==> src/ssf_pkg.sv <==
package ssf_pkg;

  // Operating modes of the surrounding chip as seen by the serial port.
  typedef enum logic [2:0] {
    SSF_MODE_INIT,
    SSF_MODE_NORMAL,
    SSF_MODE_STOP,
    SSF_MODE_SLEEP,
    SSF_MODE_RESTART,
    SSF_MODE_FAILSAFE
  } ssf_mode_t;

  localparam int unsigned SSF_WORD_W    = 32;
  localparam int unsigned SSF_CNT_W     = 6;
  localparam logic [5:0]  SSF_CNT_NONE  = 6'h00;
  localparam logic [5:0]  SSF_CNT_SHORT = 6'h10;
  localparam logic [5:0]  SSF_CNT_LONG  = 6'h20;
  localparam logic [5:0]  SSF_CNT_SAT   = 6'h21;

  localparam int unsigned SSF_ADDR_LSB  = 0;
  localparam int unsigned SSF_ADDR_W    = 7;
  localparam int unsigned SSF_RW_BIT    = 7;
  localparam int unsigned SSF_DATA_LSB  = 8;
  localparam int unsigned SSF_DATA_W    = 8;
  localparam int unsigned SSF_EXT_LSB   = 16;
  localparam int unsigned SSF_EXT_W     = 16;

  // Positions inside the pin synchroniser vector.
  localparam int unsigned SSF_SYN_SCLK  = 0;
  localparam int unsigned SSF_SYN_SEL   = 1;
  localparam int unsigned SSF_SYN_SDI   = 2;
  localparam int unsigned SSF_SYN_W     = 3;

  typedef struct packed {
    logic                  len32;
    logic [SSF_EXT_W-1:0]  ext;
    logic [SSF_DATA_W-1:0] data;
    logic                  write;
    logic [SSF_ADDR_W-1:0] addr;
  } ssf_frame_t;

endpackage

==> src/ssf_spi_slave.sv <==
`timescale 1ns/10ps
// Functional notes
// - Serve transfers in init, normal, stop modes.
// - Ignore transfers in sleep, restart, fail-safe.
// - Full duplex frames of 16 or 32 bits.
// - Select going low starts a frame.
// - Select rising hands the received word on.
// - Select rising releases the serial output.
// - Sample serial input on falling clock edges.
// - Shift serial output after rising clock edges.
// - Address bits 6..0, bit 7 write, 15..8 data.
// - Discard frames unless 0, 16 or 32 clocks.
// - Writes act after select rises, shown next frame.
module ssf_spi_slave (
  input  wire logic                           clk_i,
  input  wire logic                           rst_n_i,
  input  wire ssf_pkg::ssf_mode_t             mode_i,
  input  wire logic                           sclk_i,
  input  wire logic                           select_low_in_n_i,
  input  wire logic                           serial_in_i,
  input  wire logic [ssf_pkg::SSF_WORD_W-1:0] tx_word_i,
  output logic                                serial_out_o,
  output logic                                serial_out_oe_o,
  output ssf_pkg::ssf_frame_t                 rx_frame_o,
  output logic                                rx_valid_o,
  output logic                                err_flag_o
);
  import ssf_pkg::*;

  // Idle pin levels; select rests high so that reset release opens no frame.
  localparam logic [SSF_SYN_W-1:0] SYN_IDLE = SSF_SYN_W'(1) << SSF_SYN_SEL;
  localparam int unsigned          IDX_W    = $clog2(SSF_WORD_W);

  logic [SSF_SYN_W-1:0]  sync1_reg;
  logic [SSF_SYN_W-1:0]  sync2_reg;
  logic                  sclk_d_reg;
  logic                  sel_d_reg;
  logic                  active_reg;
  logic                  clk_bad_reg;
  logic [SSF_CNT_W-1:0]  cnt_reg;
  logic [SSF_WORD_W-1:0] rx_reg;
  logic [SSF_WORD_W-1:0] tx_sh_reg;
  logic                  sclk_s;
  logic                  sel_s;
  logic                  sdi_s;
  logic                  sclk_rise;
  logic                  sclk_fall;
  logic                  sel_fall;
  logic                  sel_rise;
  logic                  enabled;
  logic                  start;
  logic                  finish;
  logic                  good_len;
  logic                  frame_ok;
  logic                  tx_next_bit;

  // Pins come from the master's domain, so two flops precede any logic.
  always_ff @(posedge clk_i) begin
    if (!rst_n_i) begin
      sync1_reg <= SYN_IDLE;
      sync2_reg <= SYN_IDLE;
    end else begin
      sync1_reg <= {serial_in_i, select_low_in_n_i, sclk_i};
      sync2_reg <= sync1_reg;
    end
  end

  assign sclk_s = sync2_reg[SSF_SYN_SCLK];
  assign sel_s  = sync2_reg[SSF_SYN_SEL];
  assign sdi_s  = sync2_reg[SSF_SYN_SDI];

  // Select resets high so that release from reset is not seen as a frame start.
  always_ff @(posedge clk_i) begin
    if (!rst_n_i) begin
      sclk_d_reg <= 1'b0;
      sel_d_reg  <= 1'b1;
    end else begin
      sclk_d_reg <= sclk_s;
      sel_d_reg  <= sel_s;
    end
  end

  assign sclk_rise = sclk_s & ~sclk_d_reg;
  assign sclk_fall = ~sclk_s & sclk_d_reg;
  assign sel_fall  = ~sel_s & sel_d_reg;
  assign sel_rise  = sel_s & ~sel_d_reg;

  always_comb begin
    case (mode_i)
      SSF_MODE_INIT, SSF_MODE_NORMAL, SSF_MODE_STOP: enabled = 1'b1;
      SSF_MODE_SLEEP, SSF_MODE_RESTART, SSF_MODE_FAILSAFE: enabled = 1'b0;
      default: enabled = 1'b0;
    endcase
  end

  assign start    = sel_fall & enabled;
  assign finish   = active_reg & sel_rise & enabled;
  assign good_len = (cnt_reg == SSF_CNT_NONE) | (cnt_reg == SSF_CNT_SHORT) |
                    (cnt_reg == SSF_CNT_LONG);
  // A clock that is high at either select edge makes the bit count unreliable.
  assign frame_ok = good_len & ~clk_bad_reg & ~sclk_s;
  assign tx_next_bit = tx_sh_reg[1];

  // Frame tracking; a change to sleep, restart or fail-safe mid-frame drops the frame silently.
  always_ff @(posedge clk_i) begin
    if (!rst_n_i) begin
      active_reg  <= 1'b0;
      clk_bad_reg <= 1'b0;
      cnt_reg     <= SSF_CNT_NONE;
    end else if (start) begin
      active_reg  <= 1'b1;
      clk_bad_reg <= sclk_s;
      cnt_reg     <= SSF_CNT_NONE;
    end else if (active_reg && (!enabled || sel_rise)) begin
      active_reg <= 1'b0;
    end else if (active_reg && sclk_fall && cnt_reg != SSF_CNT_SAT) begin
      cnt_reg <= cnt_reg + 6'h01;
    end
  end

  // Bits land at their own index, first bit received is bit 0.
  always_ff @(posedge clk_i) begin
    if (!rst_n_i) begin
      rx_reg <= '0;
    end else if (active_reg && sclk_fall && cnt_reg < SSF_CNT_LONG) begin
      rx_reg[cnt_reg[IDX_W-1:0]] <= sdi_s;
    end
  end

  // A frame with no clocks is legal but carries nothing to act on.
  always_ff @(posedge clk_i) begin
    if (!rst_n_i) begin
      rx_valid_o <= 1'b0;
      rx_frame_o <= '0;
    end else begin
      rx_valid_o <= 1'b0;
      if (finish && frame_ok && cnt_reg != SSF_CNT_NONE) begin
        rx_valid_o       <= 1'b1;
        rx_frame_o.addr  <= rx_reg[SSF_ADDR_LSB +: SSF_ADDR_W];
        rx_frame_o.write <= rx_reg[SSF_RW_BIT];
        rx_frame_o.data  <= rx_reg[SSF_DATA_LSB +: SSF_DATA_W];
        rx_frame_o.ext   <= (cnt_reg == SSF_CNT_LONG) ? rx_reg[SSF_EXT_LSB +: SSF_EXT_W] : '0;
        rx_frame_o.len32 <= (cnt_reg == SSF_CNT_LONG);
      end
    end
  end

  // The error is shown in the next frame's first bit, then cleared.
  // Set and clear fall on different select edges, and set is written last.
  always_ff @(posedge clk_i) begin
    if (!rst_n_i) begin
      err_flag_o <= 1'b0;
    end else begin
      if (start) begin
        err_flag_o <= 1'b0;
      end
      if (finish && !frame_ok) begin
        err_flag_o <= 1'b1;
      end
    end
  end

  // The outgoing word is taken at select fall, so a write carried by a frame
  // can only be reflected by the user logic in the following frame.
  always_ff @(posedge clk_i) begin
    if (!rst_n_i) begin
      tx_sh_reg       <= '0;
      serial_out_o    <= 1'b0;
      serial_out_oe_o <= 1'b0;
    end else if (start) begin
      tx_sh_reg       <= {tx_word_i[SSF_WORD_W-1:1], err_flag_o};
      serial_out_o    <= err_flag_o;
      serial_out_oe_o <= 1'b1;
    end else if (!active_reg || !enabled || sel_rise) begin
      serial_out_o    <= 1'b0;
      serial_out_oe_o <= 1'b0;
    end else if (sclk_rise) begin
      tx_sh_reg    <= tx_sh_reg >> 1;
      serial_out_o <= tx_next_bit;
    end
  end

  property p_release_on_select_rise;
    @(posedge clk_i) disable iff (!rst_n_i)
    (active_reg && sel_rise) |=> !serial_out_oe_o [*2];
  endproperty
  a_release_on_select_rise: assert property (p_release_on_select_rise)
    else $error("serial output still driven after select rose");

  property p_silent_when_disabled;
    @(posedge clk_i) disable iff (!rst_n_i)
    !enabled |=> (!serial_out_oe_o && !active_reg);
  endproperty
  a_silent_when_disabled: assert property (p_silent_when_disabled)
    else $error("port active in a disabled mode");

  property p_start_when_enabled;
    @(posedge clk_i) disable iff (!rst_n_i)
    start |=> (active_reg && serial_out_oe_o && cnt_reg == SSF_CNT_NONE);
  endproperty
  a_start_when_enabled: assert property (p_start_when_enabled)
    else $error("frame not opened on select fall");

  property p_bad_count_discarded;
    @(posedge clk_i) disable iff (!rst_n_i)
    (finish && !good_len) |=> (!rx_valid_o && err_flag_o);
  endproperty
  a_bad_count_discarded: assert property (p_bad_count_discarded)
    else $error("frame with wrong clock count not discarded");

  property p_short_frame_delivered;
    @(posedge clk_i) disable iff (!rst_n_i)
    (finish && frame_ok && cnt_reg == SSF_CNT_SHORT) |=>
      (rx_valid_o && !rx_frame_o.len32 &&
       rx_frame_o.addr == $past(rx_reg[SSF_ADDR_LSB +: SSF_ADDR_W]));
  endproperty
  a_short_frame_delivered: assert property (p_short_frame_delivered)
    else $error("16 bit frame not handed on");

  property p_sample_on_fall;
    @(posedge clk_i) disable iff (!rst_n_i)
    (active_reg && sclk_fall && cnt_reg < SSF_CNT_LONG) |=>
      (rx_reg[$past(cnt_reg[IDX_W-1:0])] == $past(sdi_s));
  endproperty
  a_sample_on_fall: assert property (p_sample_on_fall)
    else $error("input bit not captured on clock fall");

  property p_shift_on_rise;
    @(posedge clk_i) disable iff (!rst_n_i)
    (active_reg && enabled && sclk_rise && !sel_rise && !start) |=>
      (serial_out_o == $past(tx_next_bit) && serial_out_oe_o);
  endproperty
  a_shift_on_rise: assert property (p_shift_on_rise)
    else $error("output not advanced after clock rise");

  property p_idle_holds_rx;
    @(posedge clk_i) disable iff (!rst_n_i)
    (!active_reg && sel_s) |=> $stable(rx_reg);
  endproperty
  a_idle_holds_rx: assert property (p_idle_holds_rx)
    else $error("receive register changed while deselected");

  property p_valid_one_cycle;
    @(posedge clk_i) disable iff (!rst_n_i)
    rx_valid_o |=> !rx_valid_o;
  endproperty
  a_valid_one_cycle: assert property (p_valid_one_cycle)
    else $error("received word pulse longer than one cycle");

endmodule

==> config.mk <==
export PLATFORM = sky130hd
export DESIGN_NAME = ssf_spi_slave
export DESIGN_NICKNAME = d
export VERILOG_FILES = /design/src/ssf_pkg.sv /design/src/ssf_spi_slave.sv
export SDC_FILE = /design/constraint.sdc
export NUM_CORES = 1
export LEC_CHECK = 0
export BUFFER_PORTS_ARGS = -buffer_cell sky130_fd_sc_hd__buf_4
export CAP_MARGIN = 10
export CORE_ASPECT_RATIO = 1.4
export CORE_MARGIN = 1
export CORE_UTILIZATION = 40
export CTS_BUF_LIST = sky130_fd_sc_hd__clkbuf_4 sky130_fd_sc_hd__clkbuf_8
export CTS_CLUSTER_DIAMETER = 50
export CTS_CLUSTER_SIZE = 16
export DETAILED_ROUTE_END_ITERATION = 16
export PLACE_DENSITY = 0.62
export SLEW_MARGIN = 15
export SYNTH_ARGS = -nofsm -noshare
export SYNTH_HDL_FRONTEND = slang
export SYNTH_SLANG_ARGS = --single-unit
==> constraint.sdc <==
create_clock -name clk_i -period 2.9 [get_ports clk_i]
set_input_delay 0.145 -clock clk_i [delete_from_list [all_inputs] [get_ports clk_i]]
set_output_delay 0.145 -clock clk_i [all_outputs]
set_load 0.01 [all_outputs]
Yosys cells after proc, flatten, opt, wreduce, memory -nomap -nowiden
Index checks and enable logic that the tools add are counted.
{"block": "word_totals", "mem_bits_ro": 0, "n_memories": 0, "output_inout_bits": 37, "elab_cells": 90, "in_bits": 40, "reg_bits": 117, "mem_bits_rw": 0, "latch_bits": 0}
{"block": "classes", "magnitude_cmp": 3, "addsub": 1, "multipliers": 0, "muxes": 18, "n_eq_ne": 6, "n_bitwise": 18, "n_reduce_logical": 26, "n_div": 0, "shift": 0}
{"cell": "$mux W32", "count": 3}
{"cell": "$bwmux W32", "count": 1}
{"cell": "$mux W16", "count": 1}
{"cell": "$mux W1", "count": 12}
{"cell": "$and A1 B1 Y1", "count": 9}
{"cell": "$logic_and A1 B1 Y1", "count": 8}
{"cell": "$reduce_bool A2 Y1", "count": 4}
{"cell": "$not A1 Y1", "count": 7}
{"cell": "$add A6 B1 Y6 const B", "count": 1}
{"cell": "$eq A6 B5 Y1 const B", "count": 1}
{"cell": "$eq A6 B6 Y1 const B", "count": 1}
{"cell": "$logic_not A6 Y1", "count": 1}
{"cell": "$lt A5 B6 Y1 const B", "count": 1}
{"cell": "$lt A6 B6 Y1 const B", "count": 1}
{"cell": "$ne A6 B6 Y1 const B", "count": 1}
{"cell": "$reduce_bool A6 Y1", "count": 1}
{"cell": "$demux W1 S5", "count": 1}
{"cell": "$ge A5 B1 Y1 const B", "count": 1}
{"cell": "$reduce_and A2 Y1", "count": 2}
{"cell": "$eq A3 B1 Y1 const B", "count": 1}
{"cell": "$eq A3 B2 Y1 const B", "count": 1}
{"cell": "$logic_not A1 Y1", "count": 3}
{"cell": "$logic_not A3 Y1", "count": 1}
{"cell": "$logic_or A1 B1 Y1", "count": 3}
{"cell": "other kinds (5)", "count": 6}

Longest topological paths before layout
Gate-level depths: netlist of run 1.
{"block": "depth", "depth_word": 8, "depth_mapped": 9, "ltp_nobuf": 6}

Least setup slack after synthesis of run 1
OpenSTA, ideal clock, no wires.
{"block": "synth_timing", "path_kind": "reg2reg", "start": "register cnt_reg[0]", "end": "register rx_frame_o[22] (netlist name)", "setup_ps": 117, "path_stages_with_launch": 10, "n_path_buf": 3, "period_less_slack_ps": 1946, "path_slack_ps": 954, "required_ps": 2783, "t_arrival_ps": 1828, "path_cell_list": "dfxtp_1 -> inv_1 -> ha_1 -> buf_6 -> nor3b_4 -> nand4_4 -> or2_1 -> buf_6 -> buf_8 -> a32o_1"}
{"block": "synth_between", "elab_chain_cells": 7, "elab_cells_between_ends": 11, "cone_classes": "eq/ne: 2; mux: 1; bitwise: 4; reduce/logical: 4"}
{"item": "start: declaration", "line_no": "ssf_spi_slave.sv:40", "rtl": "logic [SSF_CNT_W-1:0] cnt_reg;"}
{"item": "start signal: assignment", "line_no": "ssf_spi_slave.sv:117", "rtl": "cnt_reg <= cnt_reg + 6'h01;"}
{"item": "$eq A6 B5 Y1 / $logic_not A6 Y1 (equally long branches)", "line_no": "ssf_spi_slave.sv:98", "rtl": "assign good_len = (cnt_reg == SSF_CNT_NONE) | (cnt_reg == SSF_CNT_SHORT) |"}
{"item": "$or A1 B1 Y1 (2 in a row)", "line_no": "ssf_spi_slave.sv:98"}
{"item": "$and A1 B1 Y1 (2 in a row)", "line_no": "ssf_spi_slave.sv:101", "rtl": "assign frame_ok = good_len & ~clk_bad_reg & ~sclk_s;"}
{"item": "$logic_and A1 B1 Y1 (2 in a row)", "line_no": "ssf_spi_slave.sv:137", "rtl": "if (finish && frame_ok && cnt_reg != SSF_CNT_NONE) begin"}
{"item": "end: declaration", "line_no": "ssf_spi_slave.sv:24", "rtl": "output ssf_pkg::ssf_frame_t rx_frame_o,"}
Several ways; a longest one is shown, not always the timed one.
A chain may end at the register's enable or synchronous reset.

Worst setup path after layout of run 1
{"block": "layout_timing", "start": "register cnt_reg[0]", "end": "register rx_frame_o[27] (netlist name)"}
The elaborated chain is that of the path after synthesis.

==> results.cfg, run 1 <==
[sta]
worst_pin_slew_ns = 1.09
fmax_mhz = 438
setup_slack_ns = 0.619
slew_headroom = 0.270
tns_ns = 0
rsz0062_at_grt = no
period_needed_ns = 2.28
skew_ns = 0.00645
finalCritPeriodShare = 0.787
setup_viol = 0
maxSlewViolCount = 0
hold_violations = 0

[min_path]
min_to = active_reg
min_path_type = in2reg
hold_depth = 3
worstHoldStart = mode_i[2]

[logic_synthesis]
yosys_warnings = 0
synth_nets = 581
synth_ff_type = dfxtp_1
synth_cells = 537
synth-edff-count = 0
synth_top_family_by_area = simple AND/OR/NAND/NOR gates
synth.most_common_cell = dfxtp_1
synthTopCellsByArea = dfxtp_1 (48%), mux2i_1 (10%), nand2_1 (7.7%)
ys_types = 46
synth_area_per_cell_um2 = 9.08
synth_xor_area_frac = 0
synthTopCellsByCount = dfxtp_1 (116), nand2_1 (100), mux2i_1 (49), a21oi_1 (39)
synthAdderAreaFrac = 0.0103
yosys.area.top_type_share = 0.476
syn-cell-area_um2 = 4880
synth_compound_area_frac = 0.148
yosys.area_share.simple = 0.209
synth_largest_area_cell = dfxtp_1
async_flop_share = 0
synth-seq-cells = 116
ys_seq_area_frac = 0.476
muxShareOfSynthArea = 0.101

[clock_network]
cts_resized = 0
clk_latency_ns = 0.42
post_cts_buffers = 0
htreeDepth = 4
numCtsBuffers = 17
clk_path_buf_depth = 2
root_buffer = clkbuf_8
path_clk_slew_ns = 0.06
tritoncts = done
clock_sinks = 116

[job]
drv_cap = 0

[floorplan]
row_count = 47
ios = 77
fp.dieW_um = 95.3
coreArea_um2 = 11900
initial_utilization = 0.411
dieHeight_um = 133
fp.dieArea_um2 = 12600

[routing]
via_per_inst = 5.24
routed_wl_um = 10800
ant_nets = 0
vias = 4119
drtIter0Drc = 159
drc = 0
dr.pass1.iters = 5
wl_per_cell_um = 13.8

[power]
power.leakage_nw = 2.49
seqPwrFrac = 0.436
clockPowerShare = 0.516
p_sw_frac = 0.193
vdd_drop_max_mv = 0.313
comb_power_share = 0.048
p_sw_uw = 720
pwr_density_cell_nw_per_um2 = 590
p_int_mw = 3.01

[final_layout]
antenna-diode-count = 0
n_fill_cell = 1098
synthToLayoutAreaGrowth_pct = 29.6
largest_reg_flops = 33
drive_gt1_frac = 0.199
nets = 670

[worst_setup_path]
end_kind = register
start_kind = register
cp.required_ns = 3.21
crit_arrival_ns = 2.59
crit_path_max_fanout = 17
reg2reg_slack_ns = 0.62
worstSetupPathType = reg2reg
r2r_cells = 6
rr_startpoint = cnt_reg[0]
rr_endpoint = rx_frame_o[27]

[grt]
grt_pass1_wl_um = 18500
grt_use_total = 0.186
grt_max_degree = 61
grt.overflow.total = 0
antenna_found_initial = 0
grt_pass1_vias = 3961

[placed_design]
place_ws_ns = 0.611
routabilityCongestion = 0.728
io_buffers = 75
dp_hpwl_um = 6880

[status]
outcome = finished clean
==> power by group through the flow <==
stage | clock network (mW) | registers [mW] | logic [mW]
6_report | 1.93 | 1.63 | 0.178
5_1_grt | 2.06 | 1.63 | 0.196
4_1_cts | 1.98 | 1.63 | 0.178
3_5_place_dp | 0 | 1.66 | 0.142
3_3_place_gp | 0 | 1.66 | 0.141
2_1_floorplan | 0 | 1.65 | 0.0883
==> worst max-delay path: stages (launching register included) <==
cell and delay, ns:
dfxtp_1 0.36, inv_1 0.12, ha_1 0.34, nor3b_4 0.35, nand4_4 0.16, or2_1 0.49
a32o_1 0.36
==> metal layers <==
layer | share of wire | vias to the layer above | track usage
met5 | 0 | - | 0
met4 | 0.0056 | 0 | 0.0690
met2 | 0.52 | 87 | 0.314
met1 | 0.44 | 1946 | 0.220
met3 | 0.037 | 4 | 0.0546
li1 | - | 2082 | -
==> placed cells by master, fill, tap and decap left out, types with 7 or more instances in the layout <==
cell type      instances
a21oi_1               39
a311oi_1              30
a32o_1                16
and2_1                 7
buf_4                 85
bufinv_16              7
clkbuf_8              21
dfxtp_1              116
dlygate4sd3_1         34
mux2i_1               49
nand2_1              100
nand3_1               38
nor2_1                38
==> stage by stage <==
| stage | std cells | total power, mW | cell area (µm²) | util | hold slack, ns |
|---|---|---|---|---|---|
| 2_1_floorplan | 537 | 1.74 | 4880 | - | 0.246 |
| 3_3_place_gp | 720 | 1.80 | 5460 | 0.459 | 0.329 |
| 3_5_place_dp | 720 | 1.80 | 5460 | 0.459 | 0.336 |
| 4_1_cts | 786 | 3.78 | 6320 | 0.532 | 0.00371 |
| 5_1_grt | 786 | 3.88 | 6320 | 0.532 | 0.0258 |
| 6_report | 786 | 3.73 | 6320 | 0.532 | 0.0457 |
==> worst max path at each step <==
| stage | start | endpoint | cells after the start |
|---|---|---|---|
| 3_3_place_gp | cnt_reg[0] | rx_frame_o[27] | 6 |
| 3_5_place_dp | cnt_reg[0] | rx_frame_o[22] | 6 |
| 5_1_grt | cnt_reg[0] | rx_frame_o[26] | 6 |
| 4_1_cts | cnt_reg[0] | rx_frame_o[27] | 6 |
| 6_report | cnt_reg[0] | rx_frame_o[27] | 6 |
| 2_1_floorplan | cnt_reg[0] | rx_frame_o[22] | 9 |
==> logic make-up (layout without fill, tap and decap cells) <==
logic type / Yosys count / count (layout)
flops: 116 / 116
compound gates: 99 / 99
simple gates: 216 / 216
mux: 49 / 49
buf+inv: 53 / 155
fa+ha+maj: 4 / 4
==> cell type report <==
class	count	area, µm²	area share
sequential	116	2320	0.367
inverter	4	15.0	0.00238
tap	147	184	0.0291
clock buffer	23	304	0.0481
timing repair buffer	119	978	0.155
multi-input combinational	368	2300	0.363
clock inverter	9	220	0.0348
==> timing repair <==
action                     CTS  global route
setup endpoints to repair    0             0
hold buffers                34             0
hold endpoints to repair    34             0
No activity file was read; power rests on OpenSTA's default activity.
==> run 2, diff against run 1 <==
--- a/config.mk
+++ b/config.mk
@@ -14,7 +14,7 @@
 export CTS_CLUSTER_DIAMETER = 50
 export CTS_CLUSTER_SIZE = 16
 export DETAILED_ROUTE_END_ITERATION = 16
-export PLACE_DENSITY = 0.62
+export PLACE_DENSITY = 0.64
 export SLEW_MARGIN = 15
 export SYNTH_ARGS = -nofsm -noshare
 export SYNTH_HDL_FRONTEND = slang
==> constraint.sdc (replaced) <==
create_clock -name clk_i -period 1.95 [get_ports clk_i]
set_input_delay 0.0975 -clock clk_i [delete_from_list [all_inputs] [get_ports clk_i]]
set_output_delay 0.0975 -clock clk_i [all_outputs]
set_load 0.01 [all_outputs]
==> run 2 against run 1 <==
Effect of this change: design area increased by 1.8%; routed wire length increased by 6.2%; cell count increased by 2.2%.
==> results.cfg, run 2 (synthesis gave the netlist of run 1 again) <==
[routing]
routed_wl_um = 11500
via_per_inst = 5.26
dr.pass1.iters = 4
wl_per_cell_um = 14.3
drtIter0Drc = 207
vias = 4222
drc = 0
ant_nets = 0

[final_layout]
layout_commonest_cell = dfxtp_1
largest_reg_flops = 33
synthToLayoutAreaGrowth_pct = 31.9
antenna-diode-count = 0
n_fill_cell = 1075
drive_gt1_frac = 0.220
mostFrequentLayoutCells = dfxtp_1 (116), nand2_1 (100), buf_4 (97), mux2i_1 (49), a21oi_1 (39)
nets = 687

[sta]
finalCritPeriodShare = 0.906
rsz0062_at_grt = no
slew_headroom = 0.677
setup_slack_ns = 0.182
skew_ns = 0.0114
worst_pin_slew_ns = 0.483
setup_viol = 0
period_needed_ns = 1.77
tns_ns = 0
maxSlewViolCount = 0
hold_violations = 0
fmax_mhz = 566

[worst_setup_path]
crit_path_max_fanout = 17
rr_endpoint = rx_frame_o[31]
worstSetupPathType = reg2reg
rr_startpoint = cnt_reg[0]
startpoint = cnt_reg[0]
crit_arrival_ns = 2.08
crit_end = rx_frame_o[31]
r2r_cells = 6
reg2reg_slack_ns = 0.18
cp.required_ns = 2.26
start_kind = register
end_kind = register

[placed_design]
dp_hpwl_um = 7300
io_buffers = 75
place_ws_ns = -0.00893
routabilityCongestion = 0.706

[grt]
grt_use_total = 0.193
grt_pass1_vias = 4207
grt_pass1_wl_um = 19400
grt_max_degree = 36
grt.overflow.total = 0
antenna_found_initial = 0

[floorplan]
fp.dieArea_um2 = 12600
initial_utilization = 0.411
dieHeight_um = 133
ios = 77
row_count = 47
coreArea_um2 = 11900
fp.dieW_um = 95.3

[status]
outcome = finished clean

[clock_network]
clk_latency_ns = 0.43
numCtsBuffers = 17
clock_sinks = 116
htreeDepth = 4
tritoncts = done
clk_path_buf_depth = 2
path_clk_slew_ns = 0.07
root_buffer = clkbuf_8

[power]
power_mw = 5.27
power.leakage_nw = 2.56
vdd_drop_max_mv = 0.404
pwr_density_cell_nw_per_um2 = 819

[job]
drv_cap = 0

[min_path]
min_path_type = in2reg
run 2: cell types whose count changed in the layout (fill, tap and decap cells not counted), sizes merged:
cell and delta:
buf +15, bufinv -2, clkbuf -6, clkinv +4, clkinvlp +1, dlygate4sd3 +2, inv +3
run 2: area by class of cell:
| type | count | area (µm²) | area share |
|---|---|---|---|
| flip-flops and latches | 116 | 2320 | 0.361 |
| multi-input cells | 368 | 2300 | 0.358 |
| repair buffers | 136 | 1150 | 0.179 |
| clock buffers | 17 | 234 | 0.0364 |
| clock inverters | 15 | 229 | 0.0356 |
| well taps | 147 | 184 | 0.0286 |
| inverters | 4 | 15.0 | 0.00233 |
run 2: worst max-delay path, cell delays in order (launching register included):
cell,delay (ns)
dfxtp_1,0.31
inv_1,0.09
ha_1,0.19
nor3b_4,0.25
nand4_4,0.15
or2_4,0.37
a32o_1,0.29
run 2: how the worst min path moves through the flow:
| stage | cells past startpoint | endpoint | start |
|---|---|---|---|
| 3_5_place_dp | 2 | sync1_reg[1] | select_low_in_n_i |
| 3_3_place_gp | 2 | sync1_reg[1] | select_low_in_n_i |
| 5_1_grt | 2 | sync2_reg[1] | rst_n_i |
| 6_report | 2 | sync1_reg[1] | rst_n_i |
| 2_1_floorplan | 1 | sync1_reg[1] | select_low_in_n_i |
| 4_1_cts | 2 | sync1_reg[1] | rst_n_i |
run 2: power breakdown:
| part | switching (mW) | internal (mW) | total [mW] |
|---|---|---|---|
| registers | 0.0136 | 2.39 | 2.41 |
| logic | 0.142 | 0.147 | 0.289 |
| clock network | 1.04 | 1.53 | 2.57 |
| total | 1.19 | 4.07 | 5.27 |
run 2: per-stage QoR:
stage / utilization / instances / hold slack [ns] / cell area (µm²)
5_1_grt: 0.542 / 803 / 0.0271 / 6430
4_1_cts: 0.541 / 803 / 0.0104 / 6430
3_3_place_gp: 0.472 / 735 / 0.282 / 5610
6_report: 0.542 / 803 / 0.0348 / 6430
2_1_floorplan: - / 537 / 0.199 / 4880
3_5_place_dp: 0.472 / 735 / 0.295 / 5610
run 2: layer usage:
layer  track usage  share of wire  vias up
met5             0              0        -
met4        0.0699         0.0083        0
met3        0.0529          0.039        8
met2         0.338           0.52       86
met1         0.219           0.43     2018
li1              -              -     2110
run 2: timing repair:
action,CTS,global route
cloned,0,0
setup endpoints to repair,2,16
gates resized for setup,1,1
hold endpoints to repair,35,0
hold buffers,36,0
buffers inserted,0,0
